<file path="src/hdl/smc_consts.vh">
// constants for the stepper slave protection and bridge block
`ifndef SMC_CONSTS_VH
`define SMC_CONSTS_VH
// register byte offsets
`define SMC_REG_CTRL 8'h00
`define SMC_REG_FRAME 8'h04
`define SMC_REG_STATUS 8'h08
`define SMC_REG_IRQ_STAT 8'h0c
`define SMC_REG_IRQ_MASK 8'h10
`define SMC_REG_BRIDGE 8'h14
`define SMC_REG_ADDR 8'h18
// ctrl fields
`define SMC_CTRL_DIR 0
`define SMC_CTRL_GATE 1
`define SMC_CTRL_EN 2
`define SMC_CTRL_PROG 3
// frame fields: data bits 4:0, select bits 7:5
`define SMC_FR_TOP 4
`define SMC_FR_SEL_LO 5
`define SMC_FR_SEL_HI 7
// status codes
`define SMC_CODE_IDLE 3'h0
`define SMC_CODE_ACTIVE 3'h6
`define SMC_CODE_OK 3'h4
`define SMC_CODE_BEMF 3'h1
`define SMC_CODE_ABORT 3'h2
// interrupt bits
`define SMC_IRQ_ACTIVE 0
`define SMC_IRQ_OK 1
`define SMC_IRQ_BEMF 2
`define SMC_IRQ_ABORT 3
`define SMC_IRQ_W 4
// timing in microseconds, clock 100 MHz
`define SMC_CLK_MHZ 100
`define SMC_T_PULL_US 150
`define SMC_T_DELAY_US 275
`define SMC_T_VIOL_US 75
`define SMC_T_ENERGISE_US 500
// counter width
`define SMC_CNT_W 16
`endif

</file>
<file path="src/hdl/smc_bridge.v">
// h-bridge gate decode and back-emf sense for one coil
`timescale 1ns/1ps
module smc_bridge (
	// clock and reset
	input wire clk,
	input wire rst,
	// control
	input wire dir,
	input wire gate,
	input wire en,
	// synchronised sense inputs
	input wire sense_hi,
	input wire sense_lo,
	// gates: q1 upper a1, q2 upper a2-side, q3/q4 lower
	output reg [3:0] gates_q,
	output reg bemf_pulse_q
);
	reg [3:0] gates_d;
	reg prev_or_q;
	wire sense_or = sense_hi | sense_lo;
	always @* begin
		// dir 0: q2 and q4, current a2 to a1
		if (!dir)
			gates_d = 4'ha;
		else
			gates_d = 4'h5;
		if (!en)
			gates_d = gates_d & 4'h3;
		if (!gate)
			gates_d = 4'h0;
	end
	always @(posedge clk or posedge rst) begin
		if (rst) begin
			gates_q <= 4'h0;
			prev_or_q <= 1'b0;
			bemf_pulse_q <= 1'b0;
		end else begin
			gates_q <= gates_d;
			prev_or_q <= sense_or;
			// rising edge of sense_or (either sense transistor, while the other is low), any decay case
			bemf_pulse_q <= sense_or & ~prev_or_q;
		end
	end
endmodule // smc_bridge

</file>
<file path="src/hdl/smc_top.v">
// stepper slave: protection programming handshake and bridge control over apb
`timescale 1ns/1ps
`include "smc_consts.vh"
module smc_top #(
	parameter [2:0] SLAVE_SEL = 3'h0,
	parameter CNT_W = `SMC_CNT_W
) (
	// clock and reset
	input wire CLK,
	input wire RST,
	// apb slave
	input wire PSEL,
	input wire PENABLE,
	input wire PWRITE,
	input wire [7:0] PADDR,
	input wire [31:0] PWDATA,
	output reg [31:0] PRDATA,
	output reg PREADY,
	output reg PSLVERR,
	// pins
	input wire PROG_LEVEL,
	input wire SENSE_HI,
	input wire SENSE_LO,
	// outputs
	output reg [3:0] BRIDGE_GATES,
	output reg CELL_ENERGISE,
	output reg [2:0] RETURN_STATUS,
	output reg RETURN_VALID,
	output reg IRQ
);
	localparam [CNT_W-1:0] PULL_CYC = `SMC_T_PULL_US * `SMC_CLK_MHZ;
	localparam [CNT_W-1:0] ENERGISE_CYC = `SMC_T_ENERGISE_US * `SMC_CLK_MHZ;
	localparam [CNT_W-1:0] SPAN_CYC = (`SMC_T_PULL_US + `SMC_T_DELAY_US
		+ `SMC_T_VIOL_US) * `SMC_CLK_MHZ;
	localparam [1:0] ST_IDLE = 2'h0;
	localparam [1:0] ST_ARMED = 2'h1;
	localparam [1:0] ST_ENERGISE = 2'h2;
	localparam [1:0] ST_DONE = 2'h3;

	function is_addr;
		input [7:0] a;
		input [7:0] off;
		begin
			is_addr = (a == off);
		end
	endfunction

	// pin synchronisers
	reg [1:0] prog_sync_q;
	reg [1:0] hi_sync_q;
	reg [1:0] lo_sync_q;
	always @(posedge CLK or posedge RST) begin
		if (RST) begin
			prog_sync_q <= 2'b00;
			hi_sync_q <= 2'b00;
			lo_sync_q <= 2'b00;
		end else begin
			prog_sync_q <= {prog_sync_q[0], PROG_LEVEL};
			hi_sync_q <= {hi_sync_q[0], SENSE_HI};
			lo_sync_q <= {lo_sync_q[0], SENSE_LO};
		end
	end
	wire prog_level = prog_sync_q[1];

	// registers
	reg [3:0] ctrl_q;
	reg [7:0] frame_q;
	reg frame_go_q;
	reg [`SMC_IRQ_W-1:0] irq_stat_q;
	reg [`SMC_IRQ_W-1:0] irq_mask_q;
	reg [1:0] state_q;
	reg [CNT_W-1:0] cnt_q;
	reg protected_q;
	reg bemf_seen_q;
	reg [2:0] status_q;

	wire coil_a_direction_bit = ctrl_q[`SMC_CTRL_DIR];
	wire coil_a_drive_gate = ctrl_q[`SMC_CTRL_GATE];
	wire coil_en = ctrl_q[`SMC_CTRL_EN];
	wire [3:0] gates;
	wire bemf_pulse;

	smc_bridge u_bridge (
		.clk(CLK),
		.rst(RST),
		.dir(coil_a_direction_bit),
		.gate(coil_a_drive_gate),
		.en(coil_en),
		.sense_hi(hi_sync_q[1]),
		.sense_lo(lo_sync_q[1]),
		.gates_q(gates),
		.bemf_pulse_q(bemf_pulse)
	);

	// apb decode; single-cycle access phase, pready registered high only in the cycle after setup
	wire acc = PSEL & PENABLE;
	wire wr = acc & PWRITE;
	wire rd_ok = is_addr(PADDR, `SMC_REG_CTRL) | is_addr(PADDR, `SMC_REG_FRAME)
		| is_addr(PADDR, `SMC_REG_STATUS) | is_addr(PADDR, `SMC_REG_IRQ_STAT)
		| is_addr(PADDR, `SMC_REG_IRQ_MASK) | is_addr(PADDR, `SMC_REG_BRIDGE)
		| is_addr(PADDR, `SMC_REG_ADDR);

	// a frame decodes when software writes the frame register
	wire [7:0] fr = PWDATA[7:0];
	wire frame_wr = wr & is_addr(PADDR, `SMC_REG_FRAME);
	wire sel_match = (fr[`SMC_FR_SEL_HI:`SMC_FR_SEL_LO] == SLAVE_SEL);
	wire protect_instr = (fr[`SMC_FR_TOP-1:0] == 4'h0) & fr[`SMC_FR_TOP];
	wire frame_addressed = frame_wr & sel_match;

	// protection sequencer
	reg [1:0] state_d;
	reg [CNT_W-1:0] cnt_d;
	reg protected_d;
	reg abort;
	always @* begin
		state_d = state_q;
		cnt_d = cnt_q;
		protected_d = protected_q;
		abort = 1'b0;
		case (state_q)
			ST_IDLE: begin
				// only instructions seen at programming level count
				if (frame_addressed & protect_instr & prog_level)
					state_d = ST_ARMED;
			end
			ST_ARMED: begin
				if (!prog_level) begin
					state_d = ST_IDLE;
					abort = 1'b1;
				end else if (frame_addressed & protect_instr) begin
					state_d = ST_ENERGISE;
					cnt_d = {CNT_W{1'b0}};
				end
			end
			ST_ENERGISE: begin
				// level dropped mid-energise: cell left unprogrammed
				if (!prog_level) begin
					state_d = ST_IDLE;
					abort = 1'b1;
				end else if (cnt_q == ENERGISE_CYC - 1'b1) begin
					state_d = ST_DONE;
					protected_d = 1'b1;
				end else begin
					cnt_d = cnt_q + 1'b1;
				end
			end
			ST_DONE: begin
				// repeated instruction re-arms but protection stays
				if (frame_addressed & protect_instr & prog_level)
					state_d = ST_ARMED;
			end
			default: state_d = ST_IDLE;
		endcase
	end

	// current status code
	wire pull_window = (state_q == ST_ENERGISE) & (cnt_q < PULL_CYC);
	reg [2:0] code;
	always @* begin
		if (state_q == ST_ENERGISE)
			code = `SMC_CODE_ACTIVE;
		else if (protected_q)
			code = `SMC_CODE_OK;
		else if (bemf_seen_q)
			code = `SMC_CODE_BEMF;
		else
			code = `SMC_CODE_IDLE;
	end

	// interrupt events
	wire [`SMC_IRQ_W-1:0] ev;
	assign ev[`SMC_IRQ_ACTIVE] = pull_window & (cnt_q == {CNT_W{1'b0}});
	assign ev[`SMC_IRQ_OK] = (state_q == ST_ENERGISE) & (state_d == ST_DONE);
	assign ev[`SMC_IRQ_BEMF] = bemf_pulse;
	assign ev[`SMC_IRQ_ABORT] = abort;

	wire [`SMC_IRQ_W-1:0] clr = (wr & is_addr(PADDR, `SMC_REG_IRQ_STAT)) ?
		PWDATA[`SMC_IRQ_W-1:0] : {`SMC_IRQ_W{1'b0}};

	always @(posedge CLK or posedge RST) begin
		if (RST) begin
			ctrl_q <= 4'h0;
			frame_q <= 8'h00;
			frame_go_q <= 1'b0;
			irq_mask_q <= {`SMC_IRQ_W{1'b0}};
			irq_stat_q <= {`SMC_IRQ_W{1'b0}};
			state_q <= ST_IDLE;
			cnt_q <= {CNT_W{1'b0}};
			protected_q <= 1'b0;
			bemf_seen_q <= 1'b0;
			status_q <= 3'h0;
		end else begin
			if (wr & is_addr(PADDR, `SMC_REG_CTRL))
				ctrl_q <= PWDATA[3:0];
			if (wr & is_addr(PADDR, `SMC_REG_IRQ_MASK))
				irq_mask_q <= PWDATA[`SMC_IRQ_W-1:0];
			if (frame_wr)
				frame_q <= fr;
			frame_go_q <= frame_addressed;
			// set wins over clear
			irq_stat_q <= (irq_stat_q & ~clr) | ev;
			state_q <= state_d;
			cnt_q <= cnt_d;
			protected_q <= protected_d;
			// back-emf held until reported in a return field
			if (bemf_pulse)
				bemf_seen_q <= 1'b1;
			else if (frame_go_q)
				bemf_seen_q <= 1'b0;
			status_q <= code;
		end
	end

	// outputs straight from flops
	always @(posedge CLK or posedge RST) begin
		if (RST) begin
			PRDATA <= 32'h0;
			PREADY <= 1'b0;
			PSLVERR <= 1'b0;
			BRIDGE_GATES <= 4'h0;
			CELL_ENERGISE <= 1'b0;
			RETURN_STATUS <= 3'h0;
			RETURN_VALID <= 1'b0;
			IRQ <= 1'b0;
		end else begin
			PREADY <= PSEL & ~PENABLE;
			PSLVERR <= PSEL & ~PENABLE & ~rd_ok;
			PRDATA <= 32'h0;
			if (PSEL & ~PENABLE & ~PWRITE) begin
				if (is_addr(PADDR, `SMC_REG_CTRL))
					PRDATA <= {28'h0, ctrl_q};
				else if (is_addr(PADDR, `SMC_REG_FRAME))
					PRDATA <= {24'h0, frame_q};
				else if (is_addr(PADDR, `SMC_REG_STATUS))
					PRDATA <= {24'h0, protected_q, pull_window, state_q, 1'b0, status_q};
				else if (is_addr(PADDR, `SMC_REG_IRQ_STAT))
					PRDATA <= {28'h0, irq_stat_q};
				else if (is_addr(PADDR, `SMC_REG_IRQ_MASK))
					PRDATA <= {28'h0, irq_mask_q};
				else if (is_addr(PADDR, `SMC_REG_BRIDGE))
					PRDATA <= {28'h0, gates};
				else if (is_addr(PADDR, `SMC_REG_ADDR))
					PRDATA <= {29'h0, SLAVE_SEL};
			end
			BRIDGE_GATES <= gates;
			CELL_ENERGISE <= (state_q == ST_ENERGISE) & (cnt_q < SPAN_CYC);
			if (frame_go_q) begin
				// live code, so the frame that starts energising already reports it
				RETURN_STATUS <= code;
				RETURN_VALID <= 1'b1;
			end else begin
				RETURN_VALID <= 1'b0;
			end
			IRQ <= |(irq_stat_q & irq_mask_q);
		end
	end
endmodule // smc_top

</file>
<file path="config.mk">
export PLATFORM = sky130hd
export DESIGN_NAME = smc_top
export DESIGN_NICKNAME = d
export VERILOG_FILES = /design/src/hdl/smc_bridge.v /design/src/hdl/smc_top.v
export VERILOG_INCLUDE_DIRS = /design/src /design/src/hdl
export SDC_FILE = /design/constraint.sdc
export NUM_CORES = 1
export LEC_CHECK = 0
export ABC_AREA = 0
export BUFFER_PORTS_ARGS = -buffer_cell sky130_fd_sc_hd__buf_2
export CORE_MARGIN = 5
export CORE_UTILIZATION = 30
export CTS_BUF_LIST = sky130_fd_sc_hd__clkbuf_2
export DETAILED_ROUTE_END_ITERATION = 12
export GPL_ROUTABILITY_DRIVEN = 0
export PLACE_DENSITY = 0.47
export SLEW_MARGIN = 30
export SYNTH_ARGS = -nofsm -noshare
export SYNTH_HDL_FRONTEND = slang
export SYNTH_SLANG_ARGS = --single-unit
</file>
<file path="constraint.sdc">
create_clock -name CLK -period 3.3 [get_ports CLK]
set_input_delay 0.66 -clock CLK [delete_from_list [all_inputs] [get_ports CLK]]
set_output_delay 0.66 -clock CLK [all_outputs]
set_load 0.005 [all_outputs]
</file>
After elaboration in Yosys (flattened, before gate mapping). Index checks and enable logic that the tools add are counted.

Bits in registers: 100. Input bits: 48. Output and inout port bits: 44. Logic and storage cells: 117.

$add $sub $neg: 1. $lt $le $gt $ge: 2. Equal/unequal tests: 15. Muxes and demuxes: 30. Bitwise gates (word level): 33. Reduce and logical (&&, ||, !) cells: 12.

Operators with widths (number): two-way mux 16 bit (4); two-way mux 8 bit (4); one-hot mux 16 bit (2 select lines) (1); two-way mux 4 bit (7); equality test 8 x 5 -> 1 bit, second input constant (3); AND 1 bit (18); adder 16 x 1 -> 16 bit, second input constant (1); equality test 16 bit, second input constant (1); equality test 8 x 4 -> 1 bit, second input constant (2); zero test 16 bit (1); < comparator 16 x 14 -> 1 bit, second input constant (1); < comparator 16 bit, second input constant (1); two-way mux 2 bit (5); AND 4 bit (2); equality test 8 x 3 -> 1 bit, second input constant (1); zero test 8 bit (1); inequality test 2 bit, second input constant (4); OR 1 bit (7); equality test 2 bit, second input constant (3); two-way mux 1 bit (6); two-way mux 3 bit (2); one-hot mux 2 bit (3 select lines) (1); AND reduction 5 bit (1); zero test 4 bit (1); other kinds (10) (15).

Depth between registers and ports, before layout.
Depth after elaboration: 11. Depth in mapped cells: 8. Mapped depth without buffers: 8.

By module. A second synthesis with hierarchy kept.

Cell total of the unflattened synthesis: 375. Area, all modules: 3778.6 um^2.

Modules (own cells, without submodules): smc_top (instances 1, cells an instance 362, area each 3580.9 um^2, seq. area each 1751.7 um^2); smc_bridge (instances 1, cells an instance 13, area each 197.7 um^2, seq. area each 150.1 um^2).

Worst setup path before layout. No wires, ideal clock.

Path kind: input to register. Start point: in PADDR[5]. End point: reg cnt_q[4]. Library setup time: 0.119 ns. Arrival time: 2.381 ns. Data required time: 3.181 ns. Slack: 0.800 ns. Cell stages on the path: 6. Path buffers: 1. Path through: or4_4 -> nor4_4 -> and2b_1 -> nor3b_4 -> buf_6 -> nor2_2.

Longest elaborated chain between the ends: 6.

RTL lines: start, declared (RTL line smc_top.v:15) `input wire [7:0] PADDR,`; equality test 8 x 3 -> 1 bit (RTL line smc_top.v:44) `is_addr = (a == off);`; AND 1 bit (RTL line smc_top.v:105) `` wire frame_wr = wr & is_addr(PADDR, `SMC_REG_FRAME); ``; AND 1 bit (RTL line smc_top.v:108) `wire frame_addressed = frame_wr & sel_match;`; AND 1 bit (RTL line smc_top.v:130) `end else if (frame_addressed & protect_instr) begin`; inequality test 2 bit (no source line); AND reduction 5 bit (no source line); end signal, assigned (RTL line smc_top.v:188) `cnt_q <= {CNT_W{1'b0}};`; end signal, assigned (RTL line smc_top.v:203) `cnt_q <= cnt_d;`; end, declared (RTL line smc_top.v:72) `reg [CNT_W-1:0] cnt_q;`.

Every way passes these cells. A chain may end at the register's enable or synchronous reset.

Worst setup path in the final report.
Start point: reg cnt_q[13]. End point: reg cnt_q[0].

Longest elaborated chain between the ends: 3.

RTL lines: equality test 16 bit (RTL line smc_top.v:140) `end else if (cnt_q == ENERGISE_CYC - 1'b1) begin`; inequality test 2 bit (no source line); AND reduction 5 bit (no source line).

Every way passes these cells.

==> impl_metrics.env <==
export IMPL_outcome="complete, no violations"
export IMPL_finClkSkew_ns=0.0209
export IMPL_fin_util_pct=34.8
export IMPL_dp_cells=554
export IMPL_core_area_um2=12100
export IMPL_finalMaxSlewViolations=0
export IMPL_h_tree_depth=3
export IMPL_path_clk_slew_ns=0.21
export IMPL_synth_edff_count=0
export IMPL_clk_latency_ns=0.51
export IMPL_grt_remaining_overflow=0
export IMPL_first_pass_iters=4
export IMPL_antenna_found_initial=1
export IMPL_ys_flop_type="dfrtp_1"
export IMPL_fin_cells=571
export IMPL_syn_avg_cell_area_um2=10.6
export IMPL_dp_hpwl_um=6080
export IMPL_wl_per_cell_um=14.4
export IMPL_die_h_um=121
export IMPL_setup_worst_path_end_class="register"
export IMPL_ys_warn_count=0
export IMPL_postCtsHoldBufs=0
export IMPL_port_buffers=43
export IMPL_cts_sinks=76
export IMPL_viasPerCell=4.63
export IMPL_synth_seq_cells=76
export IMPL_synthToLayoutAreaGrowth_pct=13.0
export IMPL_drv_cap=0
export IMPL_critical_path_max_fanout=5
export IMPL_p_per_area_nw_per_um2=389
export IMPL_worstReg2RegEnd="cnt_q[0]$_DFFE_PP0P_"
export IMPL_worstMarginPinSlew_ns=0.684
export IMPL_post_cts_setup_buffers=0
export IMPL_ant_nets=0
export IMPL_drive_gt1_share_pct=27.4
export IMPL_wirelength_um=8200
export IMPL_relSlewSlack_pct=54.4
export IMPL_clockBufferDepth=2
export IMPL_vias=2646
export IMPL_cts_inserted_buffers=9
export IMPL_reg2reg_depth=6
export IMPL_worstPathArrival_ns=2.78
export IMPL_fmax_mhz=423
export IMPL_worst_ep_required_time_ns=3.72
export IMPL_crit_path_cell_trace="or4_1, nor4_2, a21boi_1, and2_1, nand3_1, o21ai_0"
export IMPL_dieWidth_um=121
export IMPL_r2r_start="cnt_q[13]$_DFFE_PP0P_"
export IMPL_syn_cell_area_um2=3710
export IMPL_drcViolationCount=0
export IMPL_p_leak_nw=1.96
export IMPL_grt_first_pass_wirelength_um=13900
export IMPL_rsz0062_at_grt="no"
export IMPL_min_path_type="in2async"
export IMPL_dieArea_um2=14700
export IMPL_io_pins=92
export IMPL_crit_path_start_kind="register"
export IMPL_hold_viol=0
export IMPL_nets=449
export IMPL_grt_pass1_vias=2672
export IMPL_endpoint="cnt_q[0]$_DFFE_PP0P_"
export IMPL_rows=40
export IMPL_root_buffer="clkbuf_2"
export IMPL_ff2ff_setup_slack_ns=0.94
export IMPL_finalSetupViolations=0
export IMPL_slowest_delay_ns=0.61
export IMPL_grt_usage_pct=11.9
export IMPL_period_minus_slack_ns=2.36
export IMPL_period_share_pct=71.6
export IMPL_worstSetupStartpoint="cnt_q[13]$_DFFE_PP0P_"
export IMPL_ys_types=56
export IMPL_cts_resized=0
export IMPL_irDropWorstVdd_v=0.000124
export IMPL_tns_ns=0
export IMPL_grt_max_degree=40
export IMPL_synthCells=350
export IMPL_async_reset_ff_share_pct=100
export IMPL_path_class="reg2reg"
export IMPL_start_util_pct=30.8
export IMPL_tritoncts="built"
export IMPL_yosysSeqAreaShare_pct=51.2
export IMPL_drt_iter0_markers=125
export IMPL_slowest_stage="or4_1"
synth_stat cells (3+ instances only):
cell type / number / share of area (%)
and2_1: 4 / 0.67
nand2_1: 27 / 2.7
buf_4: 24 / 4.9
nor4_1: 4 / 0.67
xor2_1: 12 / 2.8
nor3_1: 7 / 0.94
a22oi_1: 5 / 1.0
nand3_1: 16 / 2.2
a221oi_1: 3 / 0.71
ha_1: 4 / 1.3
nor2_1: 23 / 2.3
dfrtp_1: 76 / 51
o211ai_1: 6 / 1.2
o22ai_1: 3 / 0.51
inv_1: 10 / 1.0
o21ai_0: 8 / 1.1
a21oi_1: 15 / 2.0
nor2_2: 10 / 1.7
a21o_1: 5 / 1.0
nor2b_1: 5 / 0.84
clkbuf_1: 8 / 0.81
and3_1: 3 / 0.51
nand4_1: 6 / 1.0
nand2b_1: 7 / 1.2
mux2_2: 21 / 6.4
or2_2: 4 / 0.67
state kept, by name (all words and copies together) (netlist names):
register / cells
RETURN_STATUS: 3
u_bridge.bemf_pulse_q: 1
irq_mask_q: 4
u_bridge.gates_q: 4
bemf_seen_q: 1
frame_go_q: 1
lo_sync_q: 2
ctrl_q: 4
protected_q: 1
hi_sync_q: 2
irq_stat_q: 4
status_q: 3
cnt_q: 16
RETURN_VALID: 1
frame_q: 8
PSLVERR: 1
IRQ: 1
CELL_ENERGISE: 1
PREADY: 1
u_bridge.prev_or_q: 1
PRDATA: 8
state_q: 2
BRIDGE_GATES: 4
prog_sync_q: 2
cell type report:
type | count | area (µm²)
Antenna cell | 1 | 2.50
Clock buffer | 10 | 50.0
Clock inverter | 6 | 88.8
Fill cell | 1227 | 7870
Inverter | 10 | 38.8
Multi-Input combinational cell | 251 | 1630
Sequential cell | 76 | 1900
Tap cell | 168 | 210
Timing Repair Buffer | 49 | 273
through the flow:
| stage | setup slack, ns | hold WS (ns) | power [W] | instance area [µm²] |
|---|---|---|---|---|
| detailed placement | 0.596 | 0.335 | 0.00105 | 4050 |
| finish | 0.937 | 0.188 | 0.00163 | 4200 |
| global placement | 0.661 | 0.332 | 0.00105 | 4050 |
| floorplan | 0.702 | 0.331 | 0.00104 | 3800 |
| CTS | 0.927 | 0.179 | 0.00166 | 4190 |
| global route | 0.831 | 0.158 | 0.00171 | 4200 |
power breakdown:
group	internal, W	switching (W)
clock	0.000254	0.000338
combinational	0.0000277	0.0000610
sequential	0.000943	0.00000595
total	0.00122	0.000405
kinds of logic (layout without fill, tap and decap cells):
| logic type | count (synthesis) | count (layout) | synth area share (%) |
|---|---|---|---|
| AOI/OAI and AO/OA | 60 | 60 | 11.0 |
| xor gates and xnor gates | 13 | 13 | 3.07 |
| adders and majority gates | 4 | 4 | 1.35 |
| buffers and inverters | 46 | 75 | 7.35 |
| DFF | 76 | 76 | 51.2 |
| muxes | 22 | 22 | 6.98 |
| other | 1 | 25 | 0.101 |
| and+or+nand+nor | 128 | 128 | 18.9 |
cell usage in the layout (no fill, tap or decap), types with 6 or more instances in the layout:
master	n
a21oi_1	15
buf_2	43
clkbuf_2	10
conb_1	24
dfrtp_1	76
inv_1	9
mux2_2	21
nand2_1	27
nand2b_1	7
nand3_1	16
nand4_1	6
nor2_1	23
nor2_2	10
nor3_1	7
o211ai_1	6
o21ai_0	8
xor2_1	12
critical path: cells and delay by family (launching register included):
family	cells	cell delay, ns
and+or+nand+nor	4	1.48
AOI/OAI and AO/OA	2	0.33
DFF	1	0.46
routing by layer:
layer,global-route usage [%],share of wire (%),routed length [µm],vias up
met2,16.6,42,3420,64
met5,0,0,0,-
met4,5.11,1.9,153,0
met1,17.7,51,4170,1293
met3,2.47,5.6,457,11
li1,-,-,-,1278
how the worst min path moves through the flow:
stage,from,end,slack (ns),cells past startpoint
after floorplan,hi_sync_q[0]$_DFF_PP0_,hi_sync_q[1]$_DFF_PP0_,0.33,0
after global placement,prog_sync_q[0]$_DFF_PP0_,prog_sync_q[1]$_DFF_PP0_,0.33,0
after detailed placement,lo_sync_q[0]$_DFF_PP0_,lo_sync_q[1]$_DFF_PP0_,0.33,0
after CTS,SENSE_HI,hi_sync_q[0]$_DFF_PP0_,0.18,1
after global routing,SENSE_LO,lo_sync_q[0]$_DFF_PP0_,0.16,1
final,RST,hi_sync_q[0]$_DFF_PP0_,0.19,2
Power figures use the tool's default switching activity.
